## src/rtl/safety_di_consts.vh

```
// Purpose: Shared constants of the dual channel safety input diagnostics
// Assumes: 25 MHz core clock
// Notes: Times kept in their own unit, clock counts derived from them
`ifndef SAFETY_DI_CONSTS_VH
`define SAFETY_DI_CONSTS_VH

`define CLK_KHZ 25000
`define MODCYC_MS 15
`define MODCYC_CLKS (`MODCYC_MS * `CLK_KHZ)
`define INTER_MS 60
`define INTER_MODCYC (`INTER_MS / `MODCYC_MS)
`define PO_PROC_MS 5100
`define PO_PROC_CLKS (`PO_PROC_MS * `CLK_KHZ)
`define PO_SYS_MS 25000
`define PO_SYS_CLKS (`PO_SYS_MS * `CLK_KHZ)
`define LT_HOURS 8
// Strictly shorter than the limit, counted in module cycles
`define LT_MODCYC ((`LT_HOURS * 3600 * 1000) / `MODCYC_MS - 1)
`define SOLO_MODCYC 4000
`define SETTLE_CLKS 8'h08

`define FRAME_MAX_BITS 160
`define FRAME_DATA_BITS 96
`define FRAME_CRC_BITS 32
`define FRAME_LAST_BIT 8'h7f
`define FRAME_CRC_FIRST 8'h60
`define CRC_POLY 32'h04c11db7
`define CRC_INIT 32'hffffffff

`define ST_RUNNING 7
`define ST_FALLBACK 6
`define ST_CROSS 5
`define ST_DPM 4
`define ST_LONGTERM 3
`define ST_PROCSUP 2
`define ST_SENSSUP 1
`define ST_POFAIL 0

`endif

```

## src/rtl/pin_sync3.v

```verilog
// Purpose: Three stage synchroniser for a vector of pins
// Assumes: Pins are asynchronous to core_clk
// Notes: A change is taken once stages two and three agree
`timescale 1ns/1ps
module pin_sync3 #(
  parameter W = 8
) (
  // Clock and reset
  input wire core_clk,
  input wire rst,
  // Pins and clean copy
  input wire [W-1:0] din,
  output reg [W-1:0] dout
);
  genvar i;
  generate
    for (i = 0; i < W; i = i + 1) begin : g_bit
      reg s1;
      reg s2;
      reg s3;
      always @(posedge core_clk) begin
        if (rst) begin
          s1 <= 1'b0;
          s2 <= 1'b0;
          s3 <= 1'b0;
          dout[i] <= 1'b0;
        end else begin
          s1 <= din[i];
          s2 <= s1;
          s3 <= s2;
          // Filters a one-cycle glitch in stage two
          if (s2 == s3) begin
            dout[i] <= s3;
          end
        end
      end
    end
  endgenerate
endmodule // pin_sync3

```

## src/rtl/frame_crc32.v

```verilog
// Purpose: Serial CRC-32 over the response frame bits
// Assumes: One bit per clock while en is high
// Notes: No final inversion; register is read directly
`timescale 1ns/1ps
`include "safety_di_consts.vh"
module frame_crc32 (
  // Clock and reset
  input wire core_clk,
  input wire rst,
  // Bit stream
  input wire init,
  input wire en,
  input wire bitIn,
  output reg [31:0] crc
);
  wire fb;
  assign fb = crc[31] ^ bitIn;
  always @(posedge core_clk) begin
    if (rst || init) begin
      crc <= `CRC_INIT;
    end else if (en) begin
      crc <= {crc[30:0], 1'b0} ^ (fb ? `CRC_POLY : 32'h00000000);
    end
  end
endmodule // frame_crc32

```

## src/rtl/dual_channel_safety_input_diag.v

```verilog
// Purpose: Acquisition, voting, self-test and health of a two-system safety input module
// Assumes: Both measuring chains, leak sense, supplies and strap pins are asynchronous; results of the
//   micro-level checks (power-on, long-term, peer sequence, memory copies) are on core_clk
// Notes: Faults latch until reset, except open wire, chain discrepancy and supply status, which follow the pins; a safety reaction never clears itself
`timescale 1ns/1ps
`include "safety_di_consts.vh"
module dual_channel_safety_input_diag #(
  parameter NCH = 16,
  parameter MODCYC_CLKS = `MODCYC_CLKS,
  parameter PO_PROC_CLKS = `PO_PROC_CLKS,
  parameter PO_SYS_CLKS = `PO_SYS_CLKS,
  parameter LT_MODCYC = `LT_MODCYC,
  parameter SOLO_MODCYC = `SOLO_MODCYC,
  parameter INTER_MODCYC = `INTER_MODCYC,
  // Arbitrary value, not tied to any real part
  parameter [15:0] MODULE_ID = 16'h5a3c
) (
  // Clock and reset
  input wire core_clk,
  input wire rst,
  // Sample streams of the two measuring chains
  input wire [NCH-1:0] chainA,
  input wire [NCH-1:0] chainB,
  input wire [NCH-1:0] leakSense,
  // Supply supervisors and slot strap
  input wire sensorSupplyA,
  input wire sensorSupplyB,
  input wire procSupplyA,
  input wire procSupplyB,
  input wire backplaneOver,
  input wire backplaneUnder,
  input wire [7:0] slotAddr,
  // Results from the processing systems
  input wire procTestOk,
  input wire sysTestOk,
  input wire peerSeqOkA,
  input wire peerSeqOkB,
  input wire ltDone,
  input wire ltClockOk,
  input wire ltMemOk,
  input wire ltCtrlOk,
  // Dual-port memory comparison
  input wire dpmAccess,
  input wire [15:0] dpmWordA,
  input wire [15:0] dpmWordB,
  // Serializer and deserializer control
  output reg sampleStrobe,
  output reg [NCH-1:0] forceEnA,
  output reg [NCH-1:0] forceEnB,
  output reg forceLevel,
  output reg ltStart,
  // Status
  output reg running,
  output reg fallback,
  output reg moduleHealthy,
  output reg [NCH-1:0] inputWord,
  output reg [NCH-1:0] healthWord,
  output reg [NCH-1:0] diagFault,
  output reg [NCH-1:0] openWire,
  // Response frame
  output reg frameStart,
  output reg frameValid,
  output reg frameData
);
  localparam SW = 3 * NCH + 14;
  localparam S_IDLE = 3'd0;
  localparam S_SAMPLE = 3'd1;
  localparam S_FORCE = 3'd2;
  localparam S_VOTE = 3'd3;
  localparam S_SEND = 3'd4;

  // Synchronised pins
  wire [SW-1:0] syncOut;
  wire [NCH-1:0] cA;
  wire [NCH-1:0] cB;
  wire [NCH-1:0] leak;
  wire sensA;
  wire sensB;
  wire procA;
  wire procB;
  wire bpOver;
  wire bpUnder;
  wire [7:0] addr;

  pin_sync3 #(.W(SW)) u_sync (
    .core_clk(core_clk),
    .rst(rst),
    .din({chainA, chainB, leakSense, sensorSupplyA, sensorSupplyB, procSupplyA,
          procSupplyB, backplaneOver, backplaneUnder, slotAddr}),
    .dout(syncOut)
  );
  assign {cA, cB, leak, sensA, sensB, procA, procB, bpOver, bpUnder, addr} = syncOut;

  reg [31:0] poProcCnt;
  reg [31:0] poSysCnt;
  reg poFailed;
  reg [31:0] cycTimer;
  reg modTick;
  reg [2:0] state;
  reg [7:0] waitCnt;
  reg phase;
  reg testA;
  reg testB;
  reg soloCycle;
  reg soloSys;
  reg [15:0] interCnt;
  reg [15:0] soloCnt;
  reg [31:0] ltCnt;
  reg ltSeen;
  reg ltFault;
  reg dpmFault;
  reg crossFault;
  reg [NCH-1:0] sampA;
  reg [NCH-1:0] sampB;
  reg [NCH-1:0] leakCap;
  reg [31:0] timestamp;
  reg [95:0] shreg;
  reg [7:0] bitCnt;
  // Combinational, so the CRC takes each data bit on the edge that sends it
  wire crcInit = (state == S_VOTE);
  wire crcEn = (state == S_SEND) && (bitCnt < `FRAME_CRC_FIRST);
  wire [31:0] crcOut;

  // Voting and health of the captured samples
  wire supplyOk = sensA & sensB;
  wire procOk = procA & procB;
  wire healthyNow = running & ~fallback & ~crossFault & ~dpmFault & ~ltFault & procOk;
  wire [NCH-1:0] measSolo = soloSys ? sampA : sampB;
  wire [NCH-1:0] agree = soloCycle ? {NCH{1'b1}} : ~(sampA ^ sampB);
  // Outside solo cycles a one is reported only when both chains see it, so any doubt trips
  wire [NCH-1:0] votedVal = soloCycle ? measSolo : (sampA & sampB);
  wire [NCH-1:0] next_inputWord = (running & ~fallback & supplyOk) ? votedVal
                                  : {NCH{1'b0}};
  wire [NCH-1:0] next_healthWord = (healthyNow & supplyOk)
                                   ? (agree & leakCap & ~diagFault) : {NCH{1'b0}};
  wire [7:0] status = {running, fallback, crossFault, dpmFault, ltFault, procOk,
                       supplyOk, poFailed};
  wire [NCH-1:0] forcedExp = {NCH{forceLevel}};
  wire [NCH-1:0] failA = testA ? (cA ^ forcedExp) : {NCH{1'b0}};
  wire [NCH-1:0] failB = testB ? (cB ^ forcedExp) : {NCH{1'b0}};

  frame_crc32 u_crc (
    .core_clk(core_clk),
    .rst(rst),
    .init(crcInit),
    .en(crcEn),
    .bitIn(shreg[95]),
    .crc(crcOut)
  );

  // Power-on self-test and fallback
  always @(posedge core_clk) begin
    if (rst) begin
      poProcCnt <= 32'h00000000;
      poSysCnt <= 32'h00000000;
      running <= 1'b0;
      poFailed <= 1'b0;
      fallback <= 1'b0;
    end else begin
      // Without field supply the tests do not take place
      if (!supplyOk && !running) begin
        poProcCnt <= 32'h00000000;
        poSysCnt <= 32'h00000000;
      end else begin
        if (poProcCnt != PO_PROC_CLKS) begin
          poProcCnt <= poProcCnt + 32'h00000001;
        end
        if (poSysCnt != PO_SYS_CLKS) begin
          poSysCnt <= poSysCnt + 32'h00000001;
        end
      end
      if (!running && !poFailed && poProcCnt == PO_PROC_CLKS && poSysCnt == PO_SYS_CLKS) begin
        if (procTestOk && sysTestOk) begin
          running <= 1'b1;
        end else begin
          poFailed <= 1'b1;
        end
      end
      if (bpOver || bpUnder) begin
        fallback <= 1'b1;
      end
    end
  end

  // Module cycle timebase, long-term schedule, memory compare
  always @(posedge core_clk) begin
    if (rst) begin
      cycTimer <= 32'h00000000;
      modTick <= 1'b0;
      ltCnt <= 32'h00000000;
      ltSeen <= 1'b0;
      ltFault <= 1'b0;
      ltStart <= 1'b0;
      dpmFault <= 1'b0;
      moduleHealthy <= 1'b0;
    end else begin
      modTick <= 1'b0;
      ltStart <= 1'b0;
      if (running && !fallback) begin
        if (cycTimer == MODCYC_CLKS - 1) begin
          cycTimer <= 32'h00000000;
          modTick <= 1'b1;
        end else begin
          cycTimer <= cycTimer + 32'h00000001;
        end
      end
      if (modTick) begin
        if (ltCnt == LT_MODCYC - 1) begin
          ltCnt <= 32'h00000000;
          ltSeen <= 1'b0;
          if (!ltSeen) begin
            ltFault <= 1'b1;
          end
        end else begin
          ltCnt <= ltCnt + 32'h00000001;
        end
        ltStart <= (ltCnt == 32'h00000000);
      end
      if (ltDone) begin
        if (ltClockOk && ltMemOk && ltCtrlOk) begin
          ltSeen <= 1'b1;
        end else begin
          ltFault <= 1'b1;
        end
      end
      if (dpmAccess && dpmWordA != dpmWordB) begin
        dpmFault <= 1'b1;
      end
      moduleHealthy <= healthyNow;
    end
  end

  // Cycle sequencer: sample, optional forcing test, vote, send
  always @(posedge core_clk) begin
    if (rst) begin
      state <= S_IDLE;
      waitCnt <= 8'h00;
      phase <= 1'b0;
      testA <= 1'b0;
      testB <= 1'b0;
      soloCycle <= 1'b0;
      soloSys <= 1'b0;
      interCnt <= 16'h0000;
      soloCnt <= 16'h0000;
      crossFault <= 1'b0;
      sampA <= {NCH{1'b0}};
      sampB <= {NCH{1'b0}};
      leakCap <= {NCH{1'b0}};
      timestamp <= 32'h00000000;
      shreg <= 96'h0;
      bitCnt <= 8'h00;
      sampleStrobe <= 1'b0;
      forceEnA <= {NCH{1'b0}};
      forceEnB <= {NCH{1'b0}};
      forceLevel <= 1'b0;
      inputWord <= {NCH{1'b0}};
      healthWord <= {NCH{1'b0}};
      diagFault <= {NCH{1'b0}};
      openWire <= {NCH{1'b0}};
      frameStart <= 1'b0;
      frameValid <= 1'b0;
      frameData <= 1'b0;
    end else begin
      sampleStrobe <= 1'b0;
      frameStart <= 1'b0;
      // A new cycle tick while still busy means the timing went astray
      if (modTick && state != S_IDLE) begin
        crossFault <= 1'b1;
      end
      if (fallback) begin
        inputWord <= {NCH{1'b0}};
        healthWord <= {NCH{1'b0}};
      end
      case (state)
        S_IDLE: begin
          frameValid <= 1'b0;
          if (modTick) begin
            soloCycle <= (soloCnt == SOLO_MODCYC - 1);
            testA <= 1'b0;
            testB <= 1'b0;
            if (soloCnt == SOLO_MODCYC - 1) begin
              soloCnt <= 16'h0000;
              soloSys <= ~soloSys;
              testA <= soloSys;
              testB <= ~soloSys;
            end else begin
              soloCnt <= soloCnt + 16'h0001;
            end
            if (interCnt == INTER_MODCYC - 1) begin
              interCnt <= 16'h0000;
              if (soloCnt != SOLO_MODCYC - 1) begin
                testA <= 1'b1;
                testB <= 1'b1;
              end
            end else begin
              interCnt <= interCnt + 16'h0001;
            end
            sampleStrobe <= 1'b1;
            waitCnt <= 8'h00;
            state <= S_SAMPLE;
          end
        end
        S_SAMPLE: begin
          if (waitCnt == `SETTLE_CLKS) begin
            // Both chains captured on the same edge
            sampA <= cA;
            sampB <= cB;
            leakCap <= leak;
            openWire <= ~leak;
            waitCnt <= 8'h00;
            phase <= 1'b0;
            forceLevel <= 1'b0;
            if (testA || testB) begin
              forceEnA <= {NCH{testA}};
              forceEnB <= {NCH{testB}};
              state <= S_FORCE;
            end else begin
              state <= S_VOTE;
            end
          end else begin
            waitCnt <= waitCnt + 8'h01;
          end
        end
        S_FORCE: begin
          if (waitCnt == `SETTLE_CLKS) begin
            diagFault <= diagFault | failA | failB;
            waitCnt <= 8'h00;
            if (!phase) begin
              phase <= 1'b1;
              forceLevel <= 1'b1;
            end else begin
              forceEnA <= {NCH{1'b0}};
              forceEnB <= {NCH{1'b0}};
              forceLevel <= 1'b0;
              state <= S_VOTE;
            end
          end else begin
            waitCnt <= waitCnt + 8'h01;
          end
        end
        S_VOTE: begin
          if (!(peerSeqOkA && peerSeqOkB)) begin
            crossFault <= 1'b1;
          end
          if (!fallback) begin
            inputWord <= next_inputWord;
            healthWord <= next_healthWord;
          end
          timestamp <= timestamp + 32'h00000001;
          shreg <= {timestamp, MODULE_ID, addr, next_inputWord[15:0],
                    next_healthWord[15:0], status};
          bitCnt <= 8'h00;
          state <= S_SEND;
        end
        S_SEND: begin
          frameValid <= 1'b1;
          frameStart <= (bitCnt == 8'h00);
          if (bitCnt < `FRAME_CRC_FIRST) begin
            frameData <= shreg[95];
            shreg <= {shreg[94:0], 1'b0};
          end else begin
            frameData <= crcOut[~bitCnt[4:0]];
          end
          // Data plus CRC stay at 128 bits, under the 160-bit ceiling
          if (bitCnt == `FRAME_LAST_BIT) begin
            state <= S_IDLE;
          end else begin
            bitCnt <= bitCnt + 8'h01;
          end
        end
        default: begin
          state <= S_IDLE;
        end
      endcase
    end
  end
endmodule // dual_channel_safety_input_diag

```

## config.mk

```make
export PLATFORM = sky130hd
export DESIGN_NAME = dual_channel_safety_input_diag
export DESIGN_NICKNAME = d
export VERILOG_FILES = /design/src/rtl/pin_sync3.v /design/src/rtl/frame_crc32.v /design/src/rtl/dual_channel_safety_input_diag.v
export VERILOG_INCLUDE_DIRS = /design/src /design/src/rtl
export SDC_FILE = /design/constraint.sdc
export NUM_CORES = 1
export LEC_CHECK = 0
export BUFFER_PORTS_ARGS = -buffer_cell sky130_fd_sc_hd__buf_2
export CAP_MARGIN = 20
export CORE_MARGIN = 5
export CORE_UTILIZATION = 60
export DETAILED_ROUTE_END_ITERATION = 10
export MAX_ROUTING_LAYER = met4
export PLACE_DENSITY_LB_ADDON = 0.3
export SLEW_MARGIN = 20
export SYNTH_ARGS = -nofsm -noshare
export SYNTH_HDL_FRONTEND = slang
export SYNTH_HIERARCHICAL = 1
export SYNTH_SLANG_ARGS = --single-unit
export TNS_END_PERCENT = 1
```

## constraint.sdc

```tcl
create_clock -name core_clk -period 2.65 [get_ports core_clk]
set_clock_uncertainty 0.2 [all_clocks]
set_input_delay 0.795 -clock core_clk [delete_from_list [all_inputs] [get_ports core_clk]]
set_output_delay 0.795 -clock core_clk [all_outputs]
set_load 0.05 [all_outputs]
```

### Word level (Yosys, flattened, before mapping)

Index checks and enable logic that the tools add are counted.

| word-level totals | value |
|---|---|
| register bits after elaboration | 751 |
| input bits | 105 |
| output and inout bits | 105 |
| logic and storage cells | 534 |

| cells by class | value |
|---|---|
| $add $sub $neg | 9 |
| order comparisons | 2 |
| equality and inequality tests | 86 |
| muxes and demuxes | 70 |
| bitwise logic cells | 33 |
| reduce and logical (&&, ||, !) cells | 45 |

Operators with widths:

| cell | count |
|---|---|
| $mux W16 | 21 |
| $pmux W96 S2 | 1 |
| $add A32 B1 Y32 const B | 5 |
| $mux W96 | 1 |
| $mux W32 | 2 |
| $pmux W16 S2 | 2 |
| $eq A1 B1 Y1 | 62 |
| $and A16 B16 Y16 | 3 |
| $not A16 Y16 | 3 |
| $xor A16 B16 Y16 | 3 |
| $add A16 B1 Y16 const B | 2 |
| $eq A32 B19 Y1 const B | 1 |
| $eq A32 B21 Y1 const B | 1 |
| $eq A32 B27 Y1 const B | 1 |
| $eq A32 B30 Y1 const B | 1 |
| $logic_not A32 Y1 | 1 |
| $ne A32 B27 Y1 const B | 1 |
| $ne A32 B30 Y1 const B | 1 |
| $or A16 B16 Y16 | 2 |
| $pmux W8 S2 | 2 |
| $xor A32 B32 Y32 | 1 |
| $mux W1 | 27 |
| $mux W27 | 1 |
| $mux W8 | 3 |
| other kinds (33) | 97 |

### Logic depth before layout (Yosys ltp)

Gate-level depths: netlist (run 1).

| depth | value |
|---|---|
| depth in word-level cells | 10 |
| depth in mapped cells | 9 |
| gate-level depth less buffers | 7 |

### Hierarchy

Netlist (run 1), hierarchy kept.

Modules (own cells, without submodules):

| module | instances | cells an instance | area each (µm²) |
|---|---|---|---|
| dual_channel_safety_input_diag | 1 | 2509 | 20519.7 |
| pin_sync3 | 1 | 647 | 7114.3 |
| frame_crc32 | 1 | 123 | 1508.9 |

### Least setup slack after synthesis (run 1)

Ideal clock, no wire load.

| timing | value |
|---|---|
| kind | register to register |
| start | register running |
| end | register shreg[21] |
| setup time | 0.091 ns |
| data arrival time | 2.354 ns |
| data required time | 2.359 ns |
| setup slack | 0.005 ns |
| stages on the path, launching flop included | 9 |
| buffers on the path | 3 |
| period minus slack after synthesis | 2.645 ns |
| path through | dfxtp_1 buf_2 nand4b_2 or3_1 buf_2 buf_2 nor4b_1 nand2_1 a311oi_1 |

| on the way | value |
|---|---|
| cells in the longest elaborated chain, start to end | 8 |

RTL lines:

| element | RTL line | source |
|---|---|---|
| start, declared | dual_channel_safety_input_diag.v:53 | `output reg running,` |
| start signal, assigned | dual_channel_safety_input_diag.v:156 | `running <= 1'b0;` |
| start signal, assigned | dual_channel_safety_input_diag.v:174 | `running <= 1'b1;` |
| $and A1 B1 Y1 (5 in series) | dual_channel_safety_input_diag.v:127 | `wire healthyNow = running & ~fallback & ~crossFault & ~dpmFault & ~ltFault & procOk;` |
| $and A1 B1 Y1 | dual_channel_safety_input_diag.v:134 | `wire [NCH-1:0] next_healthWord = (healthyNow & supplyOk)` |
| $mux W16 | dual_channel_safety_input_diag.v:135 | `? (agree & leakCap & ~diagFault) : {NCH{1'b0}};` |
| $pmux W96 S2 | dual_channel_safety_input_diag.v:274 | `case (state)` |
| end signal, assigned | dual_channel_safety_input_diag.v:350 | `shreg <= {timestamp, MODULE_ID, addr, next_inputWord[15:0],` |
| end signal, assigned | dual_channel_safety_input_diag.v:360 | `shreg <= {shreg[94:0], 1'b0};` |
| end, declared | dual_channel_safety_input_diag.v:117 | `reg [95:0] shreg;` |

Every way passes these cells.
A chain may end at the register's enable or synchronous reset.

### Worst setup path in the final report (run 1)

| timing | value |
|---|---|
| start | register running |
| end | register shreg[18] |

The elaborated chain is that of the path after synthesis.

==> flow_metrics.tcl, run 1 <==
set metrics [dict create \
    yosysSeqAreaShare_pct 49.5 \
    place.detailed.instances 3937 \
    fin_crit_sh_pct 95.6 \
    maxSlewHeadroom_pct 47.0 \
    firstDrtPassIters 6 \
    grt_pass1_wl_mm 113 \
    max_freq_ghz 0.395 \
    post_drt_wl_per_cell_um 16.8 \
    initial_antenna_violation_count 1 \
    irDropWorstVdd_mv 0.604 \
    clk_transition_reported_paths_ns 0.06 \
    mappedNetlistArea_mm2 0.0291 \
    drtAntennaViolNets 0 \
    post_cts_hold_buffer_count 0 \
    netlist_top_cells_area "sky130_fd_sc_hd__dfxtp_1 (50%), sky130_fd_sc_hd__nand2_1 (6.2%), sky130_fd_sc_hd__nor2b_1 (4.6%)" \
    setup.worst_path.end_class "register" \
    clk_path_buf_depth 3 \
    placement_rows 80 \
    yosys.cell_count.top_type "sky130_fd_sc_hd__dfxtp_1" \
    netlist.area_leader.share_pct 49.5 \
    io_buffers 209 \
    syn_area_per_cell_um2 8.89 \
    timing_worst_setup_path_type "reg -> reg" \
    finish.cell_count_without_fillers 4065 \
    worst_path_cell_chain "nand4b_2 > or3_2 > nor4b_1 > nand2_1 > a311oi_1" \
    power.static_leakage_nw 11.9 \
    clock-root-buffer "sky130_fd_sc_hd__clkbuf_16" \
    wl_mm 68.2 \
    cells_after_synthesis 3279 \
    worstPathArrival_ns 2.84 \
    design.die.area_mm2 0.0531 \
    gp_congestion 0.922 \
    crit_fanout 16 \
    cp.required_ns 2.96 \
    timing.final.crit_period_ns 2.53 \
    fill_count 3667 \
    ys_ff_latch 721 \
    placeableCoreArea_mm2 0.0478 \
    fin_tns_setup_ns 0 \
    grt_pass1_vias 22744 \
    detail_route.vias_per_cell 5.67 \
    post_route_cells_drive_above_1_share_pct 12.8 \
    report.final.setup_viol 0 \
    netlist.top_cell.by_area "sky130_fd_sc_hd__dfxtp_1" \
    cpMaxStageDelayCell "sky130_fd_sc_hd__or3_2" \
    cp_num_buf_inv 0 \
    fin_total_pwr_mw 21.7 \
    critical_path.top_delay_family "simple AND/OR/NAND/NOR gates" \
    slew_viol_final 0 \
    crit_path_max_incr_delay_ns 0.71 \
    pin_count_of_the_biggest_net_entering_global_routing 175 \
    syn_nets 3415 \
    initial_core_util_pct 60.9 \
    count_of_flip_flops_with_a_built_in_enable_after_synthesis 0 \
    tritoncts_clock_tree "yes" \
    cts-buffers-inserted 72 \
    drv.max_cap_violation_count 0 \
    grt_setup_unrepaired "true" \
    synth.lib_cells_used.distinct 64 \
    detailed_place_hpwl_mm 46.3 \
    h-tree-depth 3 \
    detailroute.via_count 23046 \
    worst_slew_pin_slew_ns 0.795 \
    clk-insertion-delay-late_ns 0.60 \
    floorplan.io_pins 210 \
    synth_ff_type "sky130_fd_sc_hd__dfxtp_1" \
    drt_drc_violations_left 0 \
    grt-ovfl-total 0 \
    die_w_um 230 \
    area.growth.synth_to_final_pct 13.5 \
    grt_use_total_pct 25.9 \
    hold_violations 0 \
    post_synth_arst_share_pct 0 \
    cts.sinks 721 \
    initialDrtViolationCount 2019 \
    synth_top_cells_by_count "sky130_fd_sc_hd__dfxtp_1 (721), sky130_fd_sc_hd__nand2_1 (482), sky130_fd_sc_hd__nor2_1 (354)" \
    p_per_area_mw_per_mm2 657 \
    hold_path_class "in -> reg" \
    run_status "finished, final reports clean" \
    finalNetCount 3532 \
    die_height_um 230 \
    type_of_element_launching_the_critical_path "register" \
    warnings_from_yosys 6 \
]
==> flip-flops by register name, indices dropped and copies added, names as in the netlist, 32 cells and up <==
register / count
shreg: 96
u_sync/dout: 62
u_sync/g_bit.s1: 62
u_sync/g_bit.s2: 62
u_sync/g_bit.s3: 62
cycTimer: 32
ltCnt: 32
poProcCnt: 32
poSysCnt: 32
timestamp: 32
u_crc/crc: 32
==> what timing repair did <==
action,in CTS,in global routing
gates resized for setup,1,6
buffers inserted,0,0
gates cloned,0,0
setup endpoints to repair,16,28
==> stage by stage <==
step	hold slack [ns]	setup slack, ns	area (um2)	util (%)
floorplan	0.214	0.00527	29100	-
global placement	0.219	0.236	30600	64.0
detailed placement	0.221	0.154	30600	64.0
CTS	0.168	0.0289	33100	69.1
global route	0.197	-0.0356	33100	69.1
finish	0.200	0.115	33100	69.1
==> kinds of logic (layout without fill, tap and decap cells) <==
group,Yosys count,in the layout,synth area share [%]
and+or+nand+nor,1492,1492,25.1
DFF,721,721,49.5
AOI/OAI and AO/OA,481,481,10.4
buffers and inverters,281,451,4.25
xor gates and xnor gates,224,224,7.40
muxes,49,49,2.03
adders and majority gates,31,31,1.33
other,0,1,0
==> layout make-up <==
cell class | count | area, um2 | share of cell area, %
multi-input cells | 2277 | 13500 | 40.9
diodes | 1 | 2.50 | 0.00756
clock buffers | 106 | 2170 | 6.57
inverters | 46 | 173 | 0.522
flip-flops and latches | 721 | 14400 | 43.6
well taps | 615 | 769 | 2.33
repair buffers | 278 | 1760 | 5.32
clock inverters | 21 | 245 | 0.741
==> worst paths after layout <==
path,from,end,slack [ns],cells after the start
hold reg to reg,u_sync/g_bit[20].s1$_SDFF_PP0_,u_sync/g_bit[20].s2$_SDFF_PP0_,0.23,1
hold / removal,chainA[11],u_sync/g_bit[57].s1$_SDFF_PP0_,0.20,2
setup / recovery,running$_SDFFE_PP0P_,shreg[18]$_SDFFE_PP0P_,0.12,5
setup reg to reg,running$_SDFFE_PP0P_,shreg[18]$_SDFFE_PP0P_,0.12,5
==> power breakdown <==
group	switching, mW	internal [mW]
registers	0.0484	11.0
clock network	4.11	6.17
logic	0.274	0.188
total	4.43	17.3
==> layout by cell type (no fill, tap or decap), types with 82 or more instances in the layout <==
master and count:
sky130_fd_sc_hd__xor2_1 112, sky130_fd_sc_hd__nand2_1 481, sky130_fd_sc_hd__nand3_1 82, sky130_fd_sc_hd__a21oi_1 214, sky130_fd_sc_hd__xnor2_1 99, sky130_fd_sc_hd__nor2b_1 213
sky130_fd_sc_hd__buf_2 208, sky130_fd_sc_hd__o21ai_0 86, sky130_fd_sc_hd__nor2_1 352, sky130_fd_sc_hd__dfxtp_1 718
==> layer usage <==
metal	wire [um]	GRT usage, %	up-vias
met4	2170	9.81	0
met3	3450	3.42	124
met1	29400	32.4	10952
li1	-	-	11382
met5	0	-	-
met2	33100	43.1	588
Power figures use the tool's default switching activity.
==> run 2, diff against run 1 <==
--- a/config.mk
+++ b/config.mk
@@ -6,10 +6,13 @@
 export SDC_FILE = /design/constraint.sdc
 export NUM_CORES = 1
 export LEC_CHECK = 0
+export ABC_AREA = 1
 export BUFFER_PORTS_ARGS = -buffer_cell sky130_fd_sc_hd__buf_2
 export CAP_MARGIN = 20
+export CELL_PAD_IN_SITES_DETAIL_PLACEMENT = 1
+export CELL_PAD_IN_SITES_GLOBAL_PLACEMENT = 2
 export CORE_MARGIN = 5
-export CORE_UTILIZATION = 60
+export CORE_UTILIZATION = 35
 export DETAILED_ROUTE_END_ITERATION = 10
 export MAX_ROUTING_LAYER = met4
 export PLACE_DENSITY_LB_ADDON = 0.3
==> flow_metrics.tcl, run 2 <==
set metrics [dict create \
    largest_register_ffs 96 \
    post_synth_arst_share_pct 0 \
    grt-busiest-layer "met2" \
    initial_core_util_pct 35.4 \
    area.growth.synth_to_final_pct 14.8 \
    worst_slew_pin_slew_ns 0.785 \
    irDropWorstVdd_mv 0.453 \
    hold_violations 0 \
    ys_ff_latch 721 \
    mostFrequentLayoutCell "sky130_fd_sc_hd__nand2_1" \
    largest_family_of_logic_cells_by_synthesized_area "simple AND/OR/NAND/NOR gates" \
    post_cts_hold_buffer_count 0 \
    post_drt_wl_per_cell_um 16.3 \
    hold_path_class "in -> reg" \
    fin_crit_sh_pct 96.4 \
    power.sequential.fraction_pct 47.5 \
    synth_fa_ha_area_share_pct 1.21 \
    netlist.area_leader.share_pct 45.1 \
    drv.max_cap_violation_count 0 \
    detailroute.via_count 28799 \
    design.die.area_mm2 0.0975 \
    cts.sinks 721 \
    grt-ovfl-total 0 \
    yosys.cell_count.top_type "sky130_fd_sc_hd__nand2_1" \
    setup.worst_path.end_class "output pin" \
    part_of_the_total_power_dissipated_in_the_clock_network_pct 50.2 \
    initialDrtViolationCount 1337 \
    maxSlewHeadroom_pct 47.3 \
    ff_latch_area_mm2 0.0144 \
    synth_top_cells_by_count "sky130_fd_sc_hd__nand2_1 (912), sky130_fd_sc_hd__dfxtp_1 (721), sky130_fd_sc_hd__nor2_1 (588)" \
    cpMaxStageDelayCell "sky130_fd_sc_hd__dfxtp_1" \
    warnings_from_yosys 6 \
    drtAntennaViolNets 0 \
    type_of_element_launching_the_critical_path "register" \
    grtUsageMet1_pct 26.2 \
    tritoncts_clock_tree "yes" \
    synth.lib_cells_used.distinct 59 \
    detailedPlace.worstSlack_ns 0.263 \
    grt_setup_unrepaired "false" \
    placeableCoreArea_mm2 0.0904 \
    crit_fanout 5 \
    global_route.usage.met2_pct 32.0 \
    power.net_switching_mw 5.22 \
    die_w_um 312 \
    syn_nets 4610 \
    drt_drc_violations_left 0 \
    h-tree-depth 3 \
    timing.final.crit_period_ns 2.55 \
    synthXorXnorAreaFrac_pct 1.20 \
    synth_compound_gate_area_share_pct 12.9 \
    power_switching_share_pct 22.5 \
    cp_num_buf_inv 1 \
    netlist.top_cell.by_area "sky130_fd_sc_hd__dfxtp_1" \
    finalNetCount 4753 \
    firstDrtPassIters 5 \
    power.share.combinational_pct 2.3 \
    io_buffers 209 \
    grt_use_total_pct 19.6 \
    detail_route.vias_per_cell 4.91 \
    fin_total_pwr_mw 23.2 \
    cells_after_synthesis 4474 \
    post_cts_setup_buffer_count 0 \
    clk_path_buf_depth 3 \
    worst_path_cell_chain "buf_2" \
    p_per_area_mw_per_mm2 632 \
    grt_pass1_wl_mm 156 \
    fin_hold_ws_ns 0.162 \
    gp_congestion 0.833 \
    timing_worst_setup_path_type "reg -> out" \
    initial_antenna_violation_count 2 \
    cts-buffers-inserted 83 \
    multi_input_comb_area_mm2 0.0142 \
    yosysSeqAreaShare_pct 45.1 \
    post_route_cells_drive_above_1_share_pct 11.1 \
    fill_count 11376 \
    mappedNetlistArea_mm2 0.0320 \
    power.static_leakage_nw 14.8 \
    fin_util_pct 40.6 \
    layout_setup_ws_ns 0.0957 \
    report.final.setup_viol 0 \
    die_height_um 312 \
    pin_count_of_the_biggest_net_entering_global_routing 120 \
    highest_count_cells_in_the_layout_ignoring_fill_and_taps "sky130_fd_sc_hd__nand2_1 (912), sky130_fd_sc_hd__dfxtp_1 (719), sky130_fd_sc_hd__nor2_1 (587), sky130_fd_sc_hd__inv_1 (540), sky130_fd_sc_hd__a21oi_1 (365)" \
    crit_path_max_incr_delay_ns 0.54 \
    worstPathArrival_ns 1.56 \
    netlist_top_cells_area "sky130_fd_sc_hd__dfxtp_1 (45%), sky130_fd_sc_hd__nand2_1 (11%), sky130_fd_sc_hd__nor2_1 (6.9%)" \
    clk-insertion-delay-late_ns 0.63 \
    synth_ff_type "sky130_fd_sc_hd__dfxtp_1" \
    wl_mm 95.6 \
    count_of_flip_flops_with_a_built_in_enable_after_synthesis 0 \
    max_freq_ghz 0.391 \
    placement_rows 110 \
    synth-simple-area-share_pct 29.0 \
    fin_tns_setup_ns 0 \
    ctsResizeCount 2 \
    cp.required_ns 1.66 \
    critical_path.top_delay_family "flip-flops" \
    met3_usage_pct 2.67 \
    diodes 0 \
    syn_area_per_cell_um2 7.15 \
    post_synth_mux_area_share_pct 0 \
    clock-root-buffer "sky130_fd_sc_hd__clkbuf_16" \
    floorplan.io_pins 210 \
    detailed_place_hpwl_mm 68.1 \
    slew_viol_final 0 \
    grt_pass1_vias 29431 \
    clk_transition_reported_paths_ns 0.06 \
    internal-power_mw 18.0 \
    run_status "finished, final reports clean" \
    largest-register "shreg" \
]
run 2: logic make-up after synthesis:
kind of cell | after synthesis
adder cells (fa/ha/maj) | 31
AND/OR/NAND/NOR | 2124
flip-flops | 721
XOR/XNOR | 44
AO/OA/AOI/OAI | 771
buffers and inverters | 783
run 2: final timing paths:
kind                            cells past startpoint                            from                        endpoint  slack [ns]
worst max register to register                      9           ltCnt[0]$_SDFFE_PP0P_           ltCnt[9]$_SDFFE_PP0P_        0.33
worst min register to register                      2  u_sync/g_bit[17].s1$_SDFF_PP0_  u_sync/g_bit[17].s2$_SDFF_PP0_        0.20
worst min-delay path                                3                       chainB[8]  u_sync/g_bit[38].s1$_SDFF_PP0_        0.16
worst max-delay path                                1           fallback$_SDFFE_PP0P_                        fallback         0.1
run 2: power by group through the flow:
stage	Sequential [mW]	Clock, mW	Combinational [mW]
floorplan	11.2	0	0.345
global placement	11.3	0	0.540
detailed placement	11.3	0	0.553
CTS	11.0	12.0	0.555
global route	11.0	12.5	0.617
finish	11.0	11.6	0.541
run 2: stage by stage:
step,cells,area [um2]
CTS,5861,36700
global placement,5708,34000
finish,5861,36700
detailed placement,5708,34000
global route,5861,36700
floorplan,4474,32000
run 2: layer usage:
metal	vias up	wire length [um]
met4	0	1520
met3	92	3400
met2	308	43700
met1	13764	47000
met5	-	0
li1	14635	-
run 2: area by class of cell:
class	instances	area share [%]
clock inverters	37	1.15
multi-input cells	2970	38.6
well taps	1176	4.01
inverters	562	5.77
clock buffers	116	6.40
flip-flops and latches	721	39.3
repair buffers	279	4.78
